[config.mk]
export PLATFORM = sky130hd
export DESIGN_NAME = exception_lowpower_unit
export DESIGN_NICKNAME = d
export VERILOG_FILES = /design/src/rtl/exc_pkg.sv /design/src/rtl/opcode_map_if.sv /design/src/rtl/exception_lowpower_unit.sv /design/src/rtl/opcode_map_rom.sv
export SDC_FILE = /design/constraint.sdc
export NUM_CORES = 1
export LEC_CHECK = 0
export BUFFER_PORTS_ARGS = -buffer_cell sky130_fd_sc_hd__buf_2
export CORE_MARGIN = 3
export CORE_UTILIZATION = 41
export DETAILED_ROUTE_END_ITERATION = 12
export MAX_ROUTING_LAYER = met4
export PLACE_DENSITY_LB_ADDON = 0.15
export SYNTH_ARGS = -nofsm -noshare
export SYNTH_HDL_FRONTEND = slang
export SYNTH_SLANG_ARGS = --single-unit
[constraint.sdc]
create_clock -name sys_clk -period 1.7 [get_ports sys_clk]
set_clock_uncertainty 0.05 [all_clocks]
set_input_delay 0.255 -clock sys_clk [delete_from_list [all_inputs] [get_ports sys_clk]]
set_output_delay 0.255 -clock sys_clk [all_outputs]
set_load 0.05 [all_outputs]
[src/rtl/exc_pkg.sv]
package exc_pkg;

	// register byte offsets
	localparam logic [7:0]  CTRL_OFFSET   = 8'h00;
	localparam logic [7:0]  STATUS_OFFSET = 8'h04;

	// control register fields
	localparam int          CTRL_DELAY_BIT = 0;
	localparam int          CTRL_WDOG_BIT  = 1;
	localparam int          CTRL_EDGE_BIT  = 2;
	localparam logic [31:0] CTRL_RESET     = 32'h0000_0001;

	// status register fields
	localparam int          STAT_X_BIT      = 0;
	localparam int          STAT_I_BIT      = 1;
	localparam int          STAT_S_BIT      = 2;
	localparam int          STAT_TRAP_BIT   = 3;
	localparam int          STAT_SWI_BIT    = 4;
	localparam int          STAT_EDGE_BIT   = 5;
	localparam int          STAT_STATE_LSB  = 8;
	localparam int          STAT_STATE_W    = 3;
	localparam int          STAT_CAUSE_LSB  = 12;
	localparam int          STAT_CAUSE_W    = 3;

	// stabilisation delay, in sys_clk cycles
	localparam int          RESTART_DELAY_DEFAULT = 4096;

	// opcode map geometry: four pages of 256 opcodes
	localparam int          OPCODE_PAGES  = 4;
	localparam int          OPCODE_ADDR_W = 10;
	localparam int          OPCODE_MAP_W  = 1024;

	typedef enum logic [2:0] {
		pwr_boot,
		pwr_run,
		pwr_wait,
		pwr_stop,
		pwr_restart
	} power_state_t;

	typedef enum logic [2:0] {
		cause_none,
		cause_illegal,
		cause_swi,
		cause_nmi,
		cause_irq_pin,
		cause_source
	} cause_t;

endpackage

[src/rtl/opcode_map_if.sv]
`timescale 1ns/1ps
`default_nettype none
interface opcode_map_if;
	logic                                rd_en;
	logic [exc_pkg::OPCODE_ADDR_W-1:0]   addr;
	logic                                implemented;

	modport ctrl (output rd_en, output addr, input implemented);
	modport rom  (input rd_en, input addr, output implemented);
endinterface
`default_nettype wire

[src/rtl/exception_lowpower_unit.sv]
// Chosen here: the APB slave port and the register offsets.
`timescale 1ns/1ps
`default_nettype none
// Function
// - reset sets both the nonmaskable and global mask bits
// - tap may clear the nonmaskable mask but never set it again; return from interrupt restores it to the stacked value
// - nonmaskable pin outranks all globally masked sources; those keep their order
// - maskable entry sets global mask after flags stacked; nonmaskable mask untouched
// - nonmaskable entry sets both mask bits after flags stacked
// - return from interrupt restores both mask bits to stacked values
// - every unimplemented opcode on all four pages raises an illegal trap
// - trap return address is the first byte of the offending opcode
// - software trap is taken regardless of masks and sets global mask
// - maskable request pin defaults to low level sensitive
// - enabled source with flag set requests service until flag clears
// - wait halts processing until an unmasked request; oscillator keeps running
// - during wait the bus repeatedly reads the stacked flags address
// - wait stops the timer only with global mask set and watchdog disabled
// - stop enters only with stop disable bit clear, else no operation
// - stop halts every clock, oscillator too, and holds all state
// - stop ends on low request pin, low reset, or pending edge request
// - maskable pin level wakes stop only with global mask clear; a latched edge wakes it regardless
// - nonmaskable pin always wakes stop; serviced only when unmasked
// - leaving stop applies stabilisation delay unless restart delay bit cleared
// - delay always follows power-on reset, never a warm reset
module exception_lowpower_unit #(
	parameter int                               NUM_SOURCES          = 15,
	parameter int                               RESTART_DELAY_CYCLES = exc_pkg::RESTART_DELAY_DEFAULT,
	parameter logic [exc_pkg::OPCODE_MAP_W-1:0] IMPLEMENTED_MAP      = '1
)(
	// clock and reset
	input  wire logic                   sys_clk,
	input  wire logic                   rst_n,
	input  wire logic                   cold_start,
	// apb slave
	input  wire logic                   psel,
	input  wire logic                   penable,
	input  wire logic                   pwrite,
	input  wire logic [7:0]             paddr,
	input  wire logic [31:0]            pwdata,
	output logic [31:0]                 prdata,
	output logic                        pready,
	output logic                        pslverr,
	// request pins
	input  wire logic                   irq_pin_n,
	input  wire logic                   nonmaskable_request_pin_n,
	// on-chip sources, index 0 ranks highest
	input  wire logic [NUM_SOURCES-1:0] source_flag,
	input  wire logic [NUM_SOURCES-1:0] source_enable,
	// core instruction events
	input  wire logic                   opcode_fetch,
	input  wire logic [1:0]             opcode_page,
	input  wire logic [7:0]             opcode_byte,
	input  wire logic [15:0]            opcode_addr,
	input  wire logic                   tap_exec,
	input  wire logic                   tap_x,
	input  wire logic                   tap_i,
	input  wire logic                   tap_s,
	input  wire logic                   rti_exec,
	input  wire logic                   rti_x,
	input  wire logic                   rti_i,
	input  wire logic                   rti_s,
	input  wire logic                   software_trap_instruction,
	input  wire logic                   wait_instruction,
	input  wire logic [15:0]            wait_flags_addr,
	input  wire logic                   stop_exec,
	input  wire logic                   flags_stacked,
	// condition code register
	output logic                        mask_x,
	output logic                        mask_i,
	output logic                        mask_s,
	// service request to the core
	output logic                        service_req,
	output logic [2:0]                  service_cause,
	output logic [3:0]                  service_source,
	output logic [15:0]                 trap_return_pc,
	// low power controls
	output logic                        cpu_halted,
	output logic                        wait_read_active,
	output logic [15:0]                 wait_read_addr,
	output logic                        timer_run,
	output logic                        osc_enable,
	output logic                        clocks_run
);

	localparam int DELAY_W = $clog2(RESTART_DELAY_CYCLES + 1);
	localparam logic [DELAY_W-1:0] DELAY_LOAD = DELAY_W'(RESTART_DELAY_CYCLES - 1);

	exc_pkg::power_state_t pwr_state;
	exc_pkg::power_state_t next_pwr_state;
	exc_pkg::cause_t       next_cause;
	logic [3:0]            next_source;
	logic [DELAY_W-1:0]    delay_count;
	logic                  restart_delay_bit;
	logic                  watchdog_disable_bit;
	logic                  irq_edge_mode;
	logic                  irq_pin_d;
	logic                  irq_edge_latch;
	logic                  irq_active;
	logic                  nmi_active;
	logic                  trap_pending;
	logic                  swi_pending;
	logic                  fetch_d;
	logic [15:0]           fetch_addr_d;
	logic [15:0]           flags_addr;
	logic                  stop_wake;
	logic                  running;
	logic                  apb_write;
	logic [NUM_SOURCES-1:0] source_req;
	logic                  after_reset;

	opcode_map_if map ();

	opcode_map_rom #(
		.IMPLEMENTED_MAP (IMPLEMENTED_MAP)
	) u_map (
		.sys_clk (sys_clk),
		.rst_n   (rst_n),
		.map     (map)
	);

	assign source_req = source_flag & source_enable;
	assign nmi_active = !nonmaskable_request_pin_n;
	// level mode lets several open-drain sources share the pin
	assign irq_active = irq_edge_mode ? irq_edge_latch : !irq_pin_n;
	assign running    = (pwr_state != exc_pkg::pwr_stop);
	assign apb_write  = psel && penable && pready && pwrite;

	// apb slave: one access cycle, unmapped offsets answer with an error
	always_ff @(posedge sys_clk or negedge rst_n)
	begin
		if (!rst_n)
		begin
			pready  <= 1'b0;
			pslverr <= 1'b0;
			prdata  <= 32'h0000_0000;
		end
		else
		begin
			pready  <= psel && !penable && !pready;
			pslverr <= 1'b0;
			prdata  <= 32'h0000_0000;
			if (psel && !penable)
			begin
				if (paddr == exc_pkg::CTRL_OFFSET)
				begin
					prdata[exc_pkg::CTRL_DELAY_BIT] <= restart_delay_bit;
					prdata[exc_pkg::CTRL_WDOG_BIT]  <= watchdog_disable_bit;
					prdata[exc_pkg::CTRL_EDGE_BIT]  <= irq_edge_mode;
				end
				else if (paddr == exc_pkg::STATUS_OFFSET)
				begin
					prdata[exc_pkg::STAT_X_BIT]    <= mask_x;
					prdata[exc_pkg::STAT_I_BIT]    <= mask_i;
					prdata[exc_pkg::STAT_S_BIT]    <= mask_s;
					prdata[exc_pkg::STAT_TRAP_BIT] <= trap_pending;
					prdata[exc_pkg::STAT_SWI_BIT]  <= swi_pending;
					prdata[exc_pkg::STAT_EDGE_BIT] <= irq_edge_latch;
					prdata[exc_pkg::STAT_STATE_LSB +: exc_pkg::STAT_STATE_W] <= pwr_state;
					prdata[exc_pkg::STAT_CAUSE_LSB +: exc_pkg::STAT_CAUSE_W] <= service_cause;
				end
				else
					pslverr <= 1'b1;
			end
		end
	end

	// control register; reset re-arms the restart delay
	always_ff @(posedge sys_clk or negedge rst_n)
	begin
		if (!rst_n)
		begin
			restart_delay_bit    <= exc_pkg::CTRL_RESET[exc_pkg::CTRL_DELAY_BIT];
			watchdog_disable_bit <= exc_pkg::CTRL_RESET[exc_pkg::CTRL_WDOG_BIT];
			irq_edge_mode        <= exc_pkg::CTRL_RESET[exc_pkg::CTRL_EDGE_BIT];
		end
		else if (apb_write && paddr == exc_pkg::CTRL_OFFSET)
		begin
			restart_delay_bit    <= pwdata[exc_pkg::CTRL_DELAY_BIT];
			watchdog_disable_bit <= pwdata[exc_pkg::CTRL_WDOG_BIT];
			irq_edge_mode        <= pwdata[exc_pkg::CTRL_EDGE_BIT];
		end
	end

	// condition code mask bits; frozen while stopped
	always_ff @(posedge sys_clk or negedge rst_n)
	begin
		if (!rst_n)
		begin
			mask_x <= 1'b1;
			mask_i <= 1'b1;
			mask_s <= 1'b1;
		end
		else if (!running)
		begin
			mask_x <= mask_x;
		end
		else if (flags_stacked)
		begin
			mask_i <= 1'b1;
			if (service_cause == exc_pkg::cause_nmi)
				mask_x <= 1'b1;
		end
		else if (rti_exec)
		begin
			mask_x <= rti_x;
			mask_i <= rti_i;
			mask_s <= rti_s;
		end
		else if (tap_exec)
		begin
			mask_x <= mask_x && tap_x;
			mask_i <= tap_i;
			mask_s <= tap_s;
		end
	end

	// edge capture for the maskable pin; a new edge beats the clear at entry
	always_ff @(posedge sys_clk or negedge rst_n)
	begin
		if (!rst_n)
		begin
			irq_pin_d      <= 1'b1;
			irq_edge_latch <= 1'b0;
		end
		else
		begin
			irq_pin_d <= irq_pin_n;
			if (irq_edge_mode && irq_pin_d && !irq_pin_n)
				irq_edge_latch <= 1'b1;
			else if (flags_stacked && service_cause == exc_pkg::cause_irq_pin)
				irq_edge_latch <= 1'b0;
		end
	end

	// illegal opcode lookup, pipelined alongside the rom read
	assign map.rd_en = opcode_fetch;
	assign map.addr  = {opcode_page, opcode_byte};

	always_ff @(posedge sys_clk or negedge rst_n)
	begin
		if (!rst_n)
		begin
			fetch_d      <= 1'b0;
			fetch_addr_d <= 16'h0000;
		end
		else
		begin
			fetch_d <= opcode_fetch;
			if (opcode_fetch)
				fetch_addr_d <= opcode_addr;
		end
	end

	always_ff @(posedge sys_clk or negedge rst_n)
	begin
		if (!rst_n)
		begin
			trap_pending   <= 1'b0;
			trap_return_pc <= 16'h0000;
		end
		else if (fetch_d && !map.implemented)
		begin
			trap_pending   <= 1'b1;
			trap_return_pc <= fetch_addr_d;
		end
		else if (flags_stacked && service_cause == exc_pkg::cause_illegal)
			trap_pending <= 1'b0;
	end

	// software trap request, held until its own entry
	always_ff @(posedge sys_clk or negedge rst_n)
	begin
		if (!rst_n)
			swi_pending <= 1'b0;
		else if (software_trap_instruction)
			swi_pending <= 1'b1;
		else if (flags_stacked && service_cause == exc_pkg::cause_swi)
			swi_pending <= 1'b0;
	end

	// priority: traps, then the nonmaskable pin, then maskable pin and sources
	always_comb
	begin
		next_cause  = exc_pkg::cause_none;
		next_source = 4'h0;
		if (trap_pending)
			next_cause = exc_pkg::cause_illegal;
		else if (swi_pending)
			next_cause = exc_pkg::cause_swi;
		else if (nmi_active && !mask_x)
			next_cause = exc_pkg::cause_nmi;
		else if (!mask_i && irq_active)
			next_cause = exc_pkg::cause_irq_pin;
		else if (!mask_i && |source_req)
		begin
			next_cause = exc_pkg::cause_source;
			for (int k = NUM_SOURCES - 1; k >= 0; k--)
			begin
				if (source_req[k])
					next_source = 4'(k);
			end
		end
	end

	always_ff @(posedge sys_clk or negedge rst_n)
	begin
		if (!rst_n)
		begin
			service_req    <= 1'b0;
			service_cause  <= exc_pkg::cause_none;
			service_source <= 4'h0;
		end
		else
		begin
			service_req    <= (next_cause != exc_pkg::cause_none);
			service_cause  <= next_cause;
			service_source <= next_source;
		end
	end

	// wake from stop; an edge request that is already latched also counts
	assign stop_wake = (!irq_pin_n && !mask_i) || nmi_active || irq_edge_latch;

	always_comb
	begin
		next_pwr_state = pwr_state;
		case (pwr_state)
			exc_pkg::pwr_boot:
				next_pwr_state = cold_start ? exc_pkg::pwr_restart : exc_pkg::pwr_run;
			exc_pkg::pwr_run:
				if (wait_instruction)
					next_pwr_state = exc_pkg::pwr_wait;
				else if (stop_exec && !mask_s)
					next_pwr_state = exc_pkg::pwr_stop;
			exc_pkg::pwr_wait:
				if (next_cause != exc_pkg::cause_none)
					next_pwr_state = exc_pkg::pwr_run;
			exc_pkg::pwr_stop:
				if (stop_wake)
					next_pwr_state = restart_delay_bit ? exc_pkg::pwr_restart : exc_pkg::pwr_run;
			exc_pkg::pwr_restart:
				if (delay_count == '0)
					next_pwr_state = exc_pkg::pwr_run;
			default:
				next_pwr_state = exc_pkg::pwr_run;
		endcase
	end

	always_ff @(posedge sys_clk or negedge rst_n)
	begin
		if (!rst_n)
			pwr_state <= exc_pkg::pwr_boot;
		else
			pwr_state <= next_pwr_state;
	end

	// stabilisation counter, loaded on entry to restart
	always_ff @(posedge sys_clk or negedge rst_n)
	begin
		if (!rst_n)
			delay_count <= DELAY_LOAD;
		else if (pwr_state != exc_pkg::pwr_restart)
			delay_count <= DELAY_LOAD;
		else if (delay_count != '0)
			delay_count <= delay_count - 1'b1;
	end

	always_ff @(posedge sys_clk or negedge rst_n)
	begin
		if (!rst_n)
			flags_addr <= 16'h0000;
		else if (pwr_state == exc_pkg::pwr_run && wait_instruction)
			flags_addr <= wait_flags_addr;
	end

	// low power outputs follow the state that is being entered
	always_ff @(posedge sys_clk or negedge rst_n)
	begin
		if (!rst_n)
		begin
			cpu_halted       <= 1'b1;
			wait_read_active <= 1'b0;
			wait_read_addr   <= 16'h0000;
			timer_run        <= 1'b0;
			osc_enable       <= 1'b1;
			clocks_run       <= 1'b0;
		end
		else
		begin
			cpu_halted       <= (next_pwr_state != exc_pkg::pwr_run);
			wait_read_active <= (next_pwr_state == exc_pkg::pwr_wait);
			wait_read_addr   <= (pwr_state == exc_pkg::pwr_run) ? wait_flags_addr : flags_addr;
			timer_run        <= (next_pwr_state == exc_pkg::pwr_run) ||
			                    (next_pwr_state == exc_pkg::pwr_wait && !(mask_i && watchdog_disable_bit));
			osc_enable       <= (next_pwr_state != exc_pkg::pwr_stop);
			clocks_run       <= (next_pwr_state == exc_pkg::pwr_run) || (next_pwr_state == exc_pkg::pwr_wait);
		end
	end

	always_ff @(posedge sys_clk or negedge rst_n)
	begin
		if (!rst_n)
			after_reset <= 1'b1;
		else
			after_reset <= 1'b0;
	end

	reset_masks_a: assert property (@(posedge sys_clk) disable iff (!rst_n)
		after_reset |-> (mask_x && mask_i))
		else $error("masks not set after reset");

	x_stays_set_a: assert property (@(posedge sys_clk) disable iff (!rst_n)
		$rose(mask_x) |-> $past(flags_stacked) || $past(rti_exec))
		else $error("nonmaskable mask set by software");

	nmi_ranks_a: assert property (@(posedge sys_clk) disable iff (!rst_n)
		(nmi_active && !mask_x && !trap_pending && !swi_pending) |=> (service_cause == exc_pkg::cause_nmi))
		else $error("nonmaskable request not ranked first");

	entry_sets_i_a: assert property (@(posedge sys_clk) disable iff (!rst_n)
		(flags_stacked && running && service_cause != exc_pkg::cause_nmi) |=> (mask_i && mask_x == $past(mask_x)))
		else $error("maskable entry mask update wrong");

	nmi_entry_a: assert property (@(posedge sys_clk) disable iff (!rst_n)
		(flags_stacked && running && service_cause == exc_pkg::cause_nmi) |=> (mask_x && mask_i))
		else $error("nonmaskable entry masks not set");

	rti_restore_a: assert property (@(posedge sys_clk) disable iff (!rst_n)
		(rti_exec && !flags_stacked && running) |=> (mask_x == $past(rti_x) && mask_i == $past(rti_i)))
		else $error("return did not restore masks");

	trap_pc_a: assert property (@(posedge sys_clk) disable iff (!rst_n)
		(opcode_fetch ##1 !map.implemented) |=> (trap_pending && trap_return_pc == $past(opcode_addr, 2)))
		else $error("illegal trap address wrong");

	level_irq_a: assert property (@(posedge sys_clk) disable iff (!rst_n)
		(!irq_edge_mode && !irq_pin_n && !mask_i) |=> service_req)
		else $error("low level request not served");

	wait_reads_a: assert property (@(posedge sys_clk) disable iff (!rst_n)
		(pwr_state == exc_pkg::pwr_wait) |-> (wait_read_active && wait_read_addr == flags_addr))
		else $error("wait bus reads wrong address");

	wait_timer_a: assert property (@(posedge sys_clk) disable iff (!rst_n)
		(pwr_state == exc_pkg::pwr_wait && mask_i && watchdog_disable_bit) |=>
		(pwr_state != exc_pkg::pwr_wait || !timer_run))
		else $error("timer runs in quiet wait");

	stop_nop_a: assert property (@(posedge sys_clk) disable iff (!rst_n)
		(pwr_state == exc_pkg::pwr_run && stop_exec && mask_s) |=> (pwr_state != exc_pkg::pwr_stop))
		else $error("stop taken with stop disable set");

	stop_clocks_a: assert property (@(posedge sys_clk) disable iff (!rst_n)
		(pwr_state == exc_pkg::pwr_stop) |-> (!osc_enable && !clocks_run && cpu_halted))
		else $error("clocks alive in stop");

	irq_masked_stop_a: assert property (@(posedge sys_clk) disable iff (!rst_n)
		(pwr_state == exc_pkg::pwr_stop && mask_i && nonmaskable_request_pin_n && !irq_edge_latch) |=>
		(pwr_state == exc_pkg::pwr_stop))
		else $error("masked pin woke stop");

	nmi_wake_a: assert property (@(posedge sys_clk) disable iff (!rst_n)
		(pwr_state == exc_pkg::pwr_stop && nmi_active) |=> (pwr_state != exc_pkg::pwr_stop))
		else $error("nonmaskable pin did not wake stop");

	delay_applied_a: assert property (@(posedge sys_clk) disable iff (!rst_n)
		(pwr_state == exc_pkg::pwr_stop && stop_wake && restart_delay_bit) |=>
		(pwr_state == exc_pkg::pwr_restart && !clocks_run))
		else $error("restart delay skipped");

	cold_delay_a: assert property (@(posedge sys_clk) disable iff (!rst_n)
		(pwr_state == exc_pkg::pwr_boot) |=> (pwr_state == ($past(cold_start) ? exc_pkg::pwr_restart : exc_pkg::pwr_run)))
		else $error("power-on delay handling wrong");

endmodule
`default_nettype wire

[src/rtl/opcode_map_rom.sv]
`timescale 1ns/1ps
`default_nettype none
module opcode_map_rom #(
	parameter logic [exc_pkg::OPCODE_MAP_W-1:0] IMPLEMENTED_MAP = '1
)(
	// clock and reset
	input  wire logic        sys_clk,
	input  wire logic        rst_n,
	// lookup port
	opcode_map_if.rom        map
);

	// registered read keeps the decode off the fetch path
	always_ff @(posedge sys_clk or negedge rst_n)
	begin
		if (!rst_n)
			map.implemented <= 1'b1;
		else if (map.rd_en)
			map.implemented <= IMPLEMENTED_MAP[map.addr];
	end

endmodule
`default_nettype wire

==> impl_metrics.json, run 1 <==
{
  "detailed_place.area_um2": 4930,
  "hpwl_um": 6640,
  "cp-end-kind": "flop",
  "slew-limit-headroom_pct": 66.8,
  "synth_cells": 348,
  "post-route-worst-setup-slack_ns": -0.0387,
  "clk_pin_slew_worst_paths_ns": 0.08,
  "routed_wl_um": 9100,
  "global_route.usage.total_pct": 17.2,
  "worst-path-max-fanout": 4,
  "grt_max_degree": 30,
  "synth_area_um2": 3960,
  "status": "complete, but fails checks",
  "post-synth-top-area-fraction_pct": 40.4,
  "synth.yosys.warnings": 0,
  "finalWorstPathRequiredPeriod_ns": 1.74,
  "cp_slowest_stage_delay_ns": 0.54,
  "final-setup-viol-count": 4,
  "syn_area_per_cell_um2": 11.4,
  "timing.hold.worst.class": "in -> reg",
  "avgViaCountPerCell": 4.74,
  "cts_num_sinks": 83,
  "route.vias.total": 3113,
  "root_buffer_cell": "clkbuf_8",
  "number_of_antenna_violations_at_the_first_check_in_global_routing": 0,
  "drt_pre_antenna_iters": 6,
  "worstSetupStartpoint": "delay_count[0]",
  "violations": "negative setup slack",
  "syn2layout_area_growth_pct": 33.9,
  "ctsLongestPathBuffers": 2,
  "final_antenna_net_count": 0,
  "timing.critical_path.arrival_ns": 1.98,
  "design.die.area_um2": 10900,
  "layout-drive-gt1-share_pct": 51.9,
  "slew_viol_final": 0,
  "drcViolationCount": 0,
  "synth-async-reset-ratio_pct": 100,
  "drv_cap": 0,
  "global_route_wire_length_before_repair_um": 14800,
  "power_dens_cells_nw_per_um2": 1380,
  "post-route-cell-area_um2": 5310,
  "crit_path_cell_trace": "inv_2, ha_4, buf_6, nand4_1, buf_6, nand3_4, or3_4, nand3_2",
  "finish.net_count": 657,
  "number_of_buffers_added_by_the_clock_tree_synthesis_step": 9,
  "io-pin-count": 215,
  "yosys.cell_types.count": 57,
  "core_um2": 9330,
  "synthTopCellsByArea": "dfrtp_1 (40%), dfstp_2 (13%), mux2_2 (9.9%)",
  "h-tree-depth": 3,
  "critical-path-slowest-cell": "dfstp_2",
  "rr_startpoint": "delay_count[0]",
  "report.power.total_mw": 7.32,
  "die_w_um": 104,
  "cp_common_cell": "buf_6",
  "route.detailed.wl_per_inst_um": 13.8,
  "timing_worst_slew_pin_value_ns": 0.493,
  "grt_remaining_overflow": 0,
  "post-route-period-util_pct": 102,
  "placementRows": 35,
  "worstSetupStartpointType": "flop",
  "worst-r2r-setup-slack_ns": -0.04,
  "synth_register_bits": 83,
  "min_from": "software_trap_instruction",
  "drt_first_iter_violations": 105,
  "synth.yosys.seq_area_share_pct": 53.0,
  "floorplan.die.height_um": 104,
  "synth_ff_type": "dfrtp_1",
  "critical_path_required_ns": 1.94,
  "antenna_cells": 0,
  "synth.largest_area_cell": "dfrtp_1",
  "max_freq_mhz": 575,
  "synth_enable_flop_cells": 0,
  "first_global_vias": 3045,
  "gp_routability_congestion": 0.799,
  "worst_skew_pair.late_latency_ns": 0.34,
  "static-leakage-power_nw": 2.53,
  "setup_cp_type": "reg -> reg",
  "initial_core_util_pct": 42.5,
  "port_buffers": 121,
  "tritoncts": "built",
  "power.ir.vdd_worst_mv": 0.639,
  "hold_viol": 0,
  "rsz0062_at_grt": "true"
}
-- power by group --
part	leakage, nW	switching, mW	internal [mW]
Sequential	0.989	0.241	2.56
Clock	0.0924	0.701	0.571
Combinational	1.45	2.08	1.16
-- critical path: cells and delay by family (launching register included) --
kind                       cells  cell delay (ns)
adders and majority gates      1             0.16
buffers and inverters          3             0.30
DFF                            1             0.54
and+or+nand+nor                4             0.63
-- synth_stat cells, types with 2 or more instances --
library cell and number:
a21oi_1 8, a221oi_1 2, a222oi_1 3, a22oi_1 5, a32oi_1 2, and2_1 14, and2_2 2, and3_1 3
and4_1 2, buf_2 3, buf_4 38, clkbuf_1 2, dfrtp_1 64, dfstp_2 19, inv_1 6, mux2_2 35
mux2i_1 3, nand2_1 23, nand2b_1 5, nand3_1 9, nand3b_1 4, nand4_1 6, nor2_1 20, nor2b_1 4
nor3_1 6, nor3b_1 6, nor4_1 3, o21ai_0 13, o21bai_1 2, o22ai_1 2, or2_1 2, or3_1 3
xnor2_1 2, xor2_1 4
-- final timing paths --
check                               endpoint  cells past startpoint
min in group asynchronous  wait_read_addr[5]                      2
min                              swi_pending                      2
max reg2reg                   delay_count[7]                      8
max                           delay_count[7]                      8
min reg2reg                           pready                      1
max in group asynchronous             mask_i                      3
-- registers in the layout, indices dropped and copies added, names as in the netlist, 3 cells and up --
| signal | count |
|---|---|
| flags_addr | 16 |
| wait_read_addr | 16 |
| delay_count | 13 |
| prdata | 11 |
| service_source | 4 |
| pwr_state | 3 |
| service_cause | 3 |
-- kinds of logic (layout without fill, tap and decap cells) --
| kind of cell | count (synthesis) | count (layout) | share of synthesized area, % |
|---|---|---|---|
| and+or+nand+nor | 122 | 122 | 17.9 |
| DFF | 83 | 83 | 53.0 |
| buffers and inverters | 49 | 193 | 8.33 |
| AOI/OAI and AO/OA | 48 | 48 | 8.37 |
| muxes | 38 | 38 | 10.7 |
| xor gates and xnor gates | 6 | 6 | 1.33 |
| adders and majority gates | 1 | 1 | 0.316 |
| other | 1 | 37 | 0.0946 |
-- layout by cell type, fill, tap and decap left out, types with 3 or more instances in the layout --
master,n
a222oi_1,3
o21ai_1,3
nand3b_1,4
a21oi_1,8
dfstp_2,19
clkinv_2,3
mux2_2,35
and2_1,14
buf_4,43
conb_1,37
nor4_4,3
nand4_1,6
dfrtp_1,62
nor3_1,4
mux2i_1,3
nor3b_2,3
clkbuf_8,10
nor2b_1,4
nor3b_1,3
nand3_1,6
a22oi_1,5
nor2_1,18
buf_12,3
xor2_1,4
inv_1,4
and3_1,3
nand2b_1,5
buf_2,119
nand2_1,22
buf_6,3
o21ai_0,8
-- through the flow --
stage	hold WS, ns	TNS [ns]	utilization (%)	cells	setup WS [ns]
floorplan	-0.0906	-0.600	-	384	-0.0744
CTS	0.0357	-0.0976	55.6	654	-0.0457
global placement	0.154	-0.568	52.8	633	-0.119
finish	0.0811	-0.0759	56.9	657	-0.0387
detailed placement	0.157	-0.859	52.8	633	-0.127
global route	0.0482	-0.683	56.9	657	-0.108
-- area by class of cell --
class	instances	area, um^2
Clock buffer	10	138
Sequential cell	83	2100
Tap cell	129	161
Multi-Input combinational cell	252	1800
Inverter	6	22.5
Fill cell	850	4020
Clock inverter	6	40.0
Timing Repair Buffer	171	1040
-- what timing repair did --
item	in CTS	in global routing
setup endpoints to repair	8	16
buffers inserted	3	3
hold buffers	2	0
resized for setup	11	23
endpoints found under the hold margin	28	0
pin swaps	7	8
-- per-layer routing --
layer | vias to the layer above | wire (um) | global-route usage, %
met5 | - | 0 | -
met4 | 0 | 106 | 5.41
met2 | 111 | 4380 | 26.6
met1 | 1483 | 4070 | 22.5
li1 | 1510 | - | -
met3 | 9 | 539 | 3.79
No activity file was read; power rests on OpenSTA's default activity.
==> run 2, diff against run 1 <==
==> constraint.sdc (replaced) <==
create_clock -name sys_clk -period 1.7 [get_ports sys_clk]
set_clock_uncertainty 0.05 [all_clocks]
set_input_delay 0.17 -clock sys_clk [delete_from_list [all_inputs] [get_ports sys_clk]]
set_output_delay 0.17 -clock sys_clk [all_outputs]
set_load 0.05 [all_outputs]
==> run 2 against run 1 <==
Against the previous run: largest cell class unchanged; largest power group unchanged; clock-buffer cell count unchanged; utilization down 0.38 points; sequential power about the same; clock power up 16%; cell count down 0.61%; the flow still finishes with violations (negative setup slack).
==> impl_metrics.json, run 2 (synthesis results as in run 1) <==
{
  "regToRegEndpoint": "delay_count[7]",
  "multiInputGateArea_um2": 1770,
  "critical_path_required_ns": 1.94,
  "die_w_um": 104,
  "drcViolationCount": 0,
  "fin_worst_hold_slack_ns": 0.0128,
  "gp_routability_congestion": 0.804,
  "grt_max_degree": 52,
  "h-tree-depth": 3,
  "floorplan.die.height_um": 104,
  "initial_core_util_pct": 42.5,
  "min_delay_worst_endpoint": "wait_read_addr[3]",
  "critical-path-slowest-cell": "dfstp_2",
  "finalWorstPathRequiredPeriod_ns": 1.71,
  "final_cell_mix": "buf_2 (120), dfrtp_1 (62), conb_1 (37)",
  "post-route-worst-setup-slack_ns": -0.0144,
  "routed_wl_um": 8670,
  "final_antenna_net_count": 0,
  "n_fill_cell": 823,
  "tritoncts": "built",
  "max_freq_mhz": 583,
  "drv_cap": 0,
  "number_of_buffers_added_by_the_clock_tree_synthesis_step": 9,
  "core_um2": 9330,
  "layout_commonest_cell": "buf_2",
  "status": "complete, but fails checks",
  "finish.net_count": 653,
  "min_from": "wait_flags_addr[3]",
  "setup_cp_type": "reg -> reg",
  "io-pin-count": 215,
  "worst-path-max-fanout": 5,
  "drt_pre_antenna_iters": 5,
  "port_buffers": 121,
  "route.vias.total": 3089,
  "cp-end-kind": "flop",
  "hpwl_um": 6530,
  "root_buffer_cell": "clkbuf_8",
  "critPathTopFamily": "simple AND/OR/NAND/NOR gates",
  "ff2ff_path_depth": 8,
  "cp.depth": 8,
  "worstSetupStartpoint": "delay_count[1]",
  "cp_slowest_stage_delay_ns": 0.54,
  "worst_skew_pair.late_latency_ns": 0.34,
  "cp_num_buf_inv": 3,
  "timing.critical_path.arrival_ns": 1.96,
  "crit_path_cell_trace": "inv_2, ha_4, buf_6, nand4_1, buf_4, nand3_2, or3_4, nand3_2",
  "route.detailed.wl_per_inst_um": 13.3,
  "number_of_antenna_violations_at_the_first_check_in_global_routing": 0,
  "violations": "negative setup slack",
  "placementRows": 35,
  "static-leakage-power_nw": 2.51,
  "layout-drive-gt1-share_pct": 50.4,
  "grt_remaining_overflow": 0,
  "hold_path_depth": 2,
  "global_route.usage.total_pct": 16.2,
  "first_global_vias": 2987,
  "power_dens_cells_nw_per_um2": 1420,
  "post-route-period-util_pct": 101,
  "syn2layout_area_growth_pct": 33.0,
  "final-setup-viol-count": 1,
  "report.power.total_mw": 7.50,
  "drt_first_iter_violations": 130,
  "ctsLongestPathBuffers": 2,
  "antenna_cells": 0,
  "cts_num_sinks": 83,
  "worstSetupStartpointType": "flop",
  "cp_common_cell": "nand3_2",
  "power.ir.vdd_worst_mv": 0.715,
  "global_route_wire_length_before_repair_um": 14100,
  "timing.hold.worst.class": "in -> reg",
  "rsz0062_at_grt": "true",
  "slew_viol_final": 0,
  "rr_startpoint": "delay_count[1]",
  "design.die.area_um2": 10900,
  "seqCellArea_um2": 2100,
  "worst-r2r-setup-slack_ns": -0.01,
  "post_route_setup_tns_ns": -0.0144,
  "avgViaCountPerCell": 4.73,
  "hold_viol": 0,
  "clk_pin_slew_worst_paths_ns": 0.09,
  "registers_with_the_highest_flip_flop_counts": "flags_addr (16), wait_read_addr (16), delay_count (13)"
}
-- run 2: cell count changes in the layout (fill, tap and decap cells not counted), sizes merged, moves of 2 or more --
cell,previous run,this run
clkinv,4,0
dlygate4sd3,2,6
buf,168,161
inv,7,9
-- run 2: report_power, final --
part	internal, mW	switching (mW)
Clock	0.735	0.735
Sequential	2.56	0.240
Combinational	1.15	2.07
Total	4.45	3.05
-- run 2: timing repair --
action                                 4_1_cts  5_1_grt
resized for setup                           11       19
setup buffers                                4        1
hold buffers                                 5        1
setup endpoints to repair                    5       15
pin swaps                                    7       14
endpoints found under the hold margin       68        1
-- run 2: through the flow --
| step | std cells | setup slack (ns) | area (um^2) | utilization [%] |
|---|---|---|---|---|
| finish | 653 | -0.0144 | 5270 | 56.5 |
| global route | 653 | -0.131 | 5270 | 56.5 |
| CTS | 651 | -0.0111 | 5200 | 55.7 |
| detailed placement | 626 | -0.0575 | 4860 | 52.1 |
| global placement | 626 | -0.0722 | 4860 | 52.1 |
| floorplan | 384 | -0.0744 | 4130 | - |
-- run 2: how the worst max path moves through the flow --
stage / end
after floorplan: timer_run
after global placement: clocks_run
after detailed placement: clocks_run
after CTS: timer_run
after global routing: delay_count[3]
final: delay_count[7]
-- run 2: routing by layer --
metal / global-route usage [%] / part of all wire [%]
met1: 21.6 / 45
met2: 25.1 / 48
met3: 3.04 / 5.8
met4: 5.13 / 1.4
met5: - / 0
-- run 2: area by class of cell --
type | instances | share of cell area (%)
clock buffer | 10 | 2.61
clock inverter | 6 | 1.35
inverter | 6 | 0.427
multi-input combinational | 252 | 33.6
sequential | 83 | 39.9
tap | 129 | 3.06
timing repair buffer | 167 | 19.1
==> run 3, diff against run 2 <==
Settings changed: CORE_MARGIN 3 to 2.
==> run 3 against run 2 <==
Against the previous run: the flow still finishes with violations (negative setup slack); clock power fell by 7%; non-clock buffer count rose by 18; first-iteration DRC count is 28% lower; sequential power hardly changed; critical path depth is 2 lower; cell area increased by 3.7%; combinational power is 2% higher; routed wire length increased by 3.0%; global-route usage grew 1.8 points; sequential share of layout area is 1.5 points lower; cell count is 2.9% higher; critical endpoint is now wait_read_active; die area fell by 3.8%; highest routed layer unchanged.
==> impl_metrics.json, run 3 (synthesis results as in run 1) <==
{
  "drcViolationCount": 0,
  "static-leakage-power_nw": 2.61,
  "min_from": "wait_flags_addr[11]",
  "design.die.area_um2": 10500,
  "global_route.usage.total_pct": 18.0,
  "max_freq_mhz": 587,
  "h-tree-depth": 3,
  "finished_layout_cells": 672,
  "worst_skew_pair.late_latency_ns": 0.35,
  "worst-r2r-setup-slack_ns": -0.003,
  "final-setup-viol-count": 2,
  "tritoncts": "built",
  "ctsLongestPathBuffers": 2,
  "port_buffers": 121,
  "timing.critical_path.arrival_ns": 1.94,
  "finalWorstPathRequiredPeriod_ns": 1.70,
  "number_of_antenna_violations_at_the_first_check_in_global_routing": 1,
  "route.detailed.wl_per_inst_um": 13.3,
  "final_antenna_net_count": 0,
  "io-pin-count": 215,
  "registers_with_the_highest_flip_flop_counts": "flags_addr (16), wait_read_addr (16), delay_count (13)",
  "post-route-period-util_pct": 100,
  "final_core_utilization_pct": 58.6,
  "clk_pin_slew_worst_paths_ns": 0.09,
  "number_of_buffers_added_by_the_clock_tree_synthesis_step": 9,
  "placementRows": 35,
  "root_buffer_cell": "clkbuf_8",
  "setup_cp_type": "reg -> reg",
  "gp_routability_congestion": 0.833,
  "worst-path-max-fanout": 4,
  "worstSetupStartpoint": "delay_count[1]",
  "slew-limit-headroom_pct": 66.5,
  "first_global_vias": 3138,
  "die_w_um": 102,
  "core_um2": 9330,
  "avgViaCountPerCell": 4.78,
  "floorplan.die.height_um": 102,
  "cp-end-kind": "flop",
  "finish.net_count": 671,
  "layout-drive-gt1-share_pct": 49.8,
  "final_cell_mix": "buf_2 (120), dfrtp_1 (63), buf_4 (42)",
  "hpwl_um": 6430,
  "pre_cts_ws_ns": -0.0640,
  "route.vias.total": 3215,
  "global_route_wire_length_before_repair_um": 14300,
  "power.ir.vdd_worst_mv": 0.703,
  "worstSetupStartpointType": "flop",
  "fin_worst_hold_slack_ns": 0.0185,
  "dpl.cell_count": 632,
  "grt_max_degree": 33,
  "routed_wl_um": 8930,
  "post-route-worst-setup-slack_ns": -0.00277,
  "critical_path_required_ns": 1.93,
  "post_route_setup_tns_ns": -0.00436,
  "grt_remaining_overflow": 0,
  "slew_viol_final": 0,
  "hold_viol": 0,
  "power_dens_cells_nw_per_um2": 1360,
  "rsz0062_at_grt": "true",
  "syn2layout_area_growth_pct": 38.0,
  "cts_num_sinks": 83,
  "rr_startpoint": "delay_count[1]",
  "timing.hold.worst.class": "in -> reg",
  "drt_first_iter_violations": 94,
  "drv_cap": 0,
  "drt_pre_antenna_iters": 5,
  "status": "complete, but fails checks",
  "violations": "negative setup slack",
  "layout_commonest_cell": "buf_2",
  "initial_core_util_pct": 42.5,
  "timing_worst_slew_pin_value_ns": 0.500
}
run 3: cell types whose count changed in the layout (fill, tap and decap cells not counted), sizes merged, moves of 2 or more:
cell / delta
buf: +7
clkinv: +2
inv: +2
dlygate4sd3: +11
clkinvlp: -2
run 3: stage by stage:
step | total power [mW] | instance area, um^2
floorplan | 5.27 | 4130
global placement | 5.99 | 4910
detailed placement | 6.04 | 4910
CTS | 7.48 | 5390
global route | 7.90 | 5470
finish | 7.43 | 5470
run 3: layer usage:
metal	global-route usage, %	up-vias	part of all wire (%)
met3	3.35	12	6.2
met2	28.6	128	47
met1	22.3	1534	44
met4	8.21	0	2.0
li1	-	1541	-
met5	-	-	0
run 3: cell type report:
class                      instances  area (um^2)
fill                             812         3860
clock buffer                       9          124
inverter                           6         22.5
antenna                            1         2.50
sequential                        83         2100
clock inverter                     7         66.3
tap                              129          161
multi-input combinational        252         1810
timing repair buffer             185         1180
run 3: path summary, 6_finish.rpt:
check                                endpoint  cells past startpoint
max                          wait_read_active                      6
min                        wait_read_addr[11]                      2
max reg2reg                  wait_read_active                      6
min reg2reg                            pready                      1
max in group asynchronous      delay_count[2]                      3
min in group asynchronous   wait_read_addr[5]                      2
run 3: power by group:
| group | switching [mW] | total [mW] | internal [mW] |
|---|---|---|---|
| Clock | 0.784 | 1.36 | 0.572 |
| Combinational | 2.09 | 3.28 | 1.20 |
| Sequential | 0.231 | 2.79 | 2.56 |
run 3: what timing repair did:
item                                    CTS  global route
endpoints found under the setup margin    5            36
pin swaps                                 7            15
resized for setup                        12            18
hold buffers                             17             0
buffers inserted                          7             0
hold endpoints to repair                 52             0
run 3: worst max-delay path, cell delays in order (launching register included):
cell and delay, ns:
dfstp_2 0.56, inv_2 0.04, ha_4 0.16, and2_4 0.16
and4_4 0.15, or3b_4 0.41, nor2_1 0.11
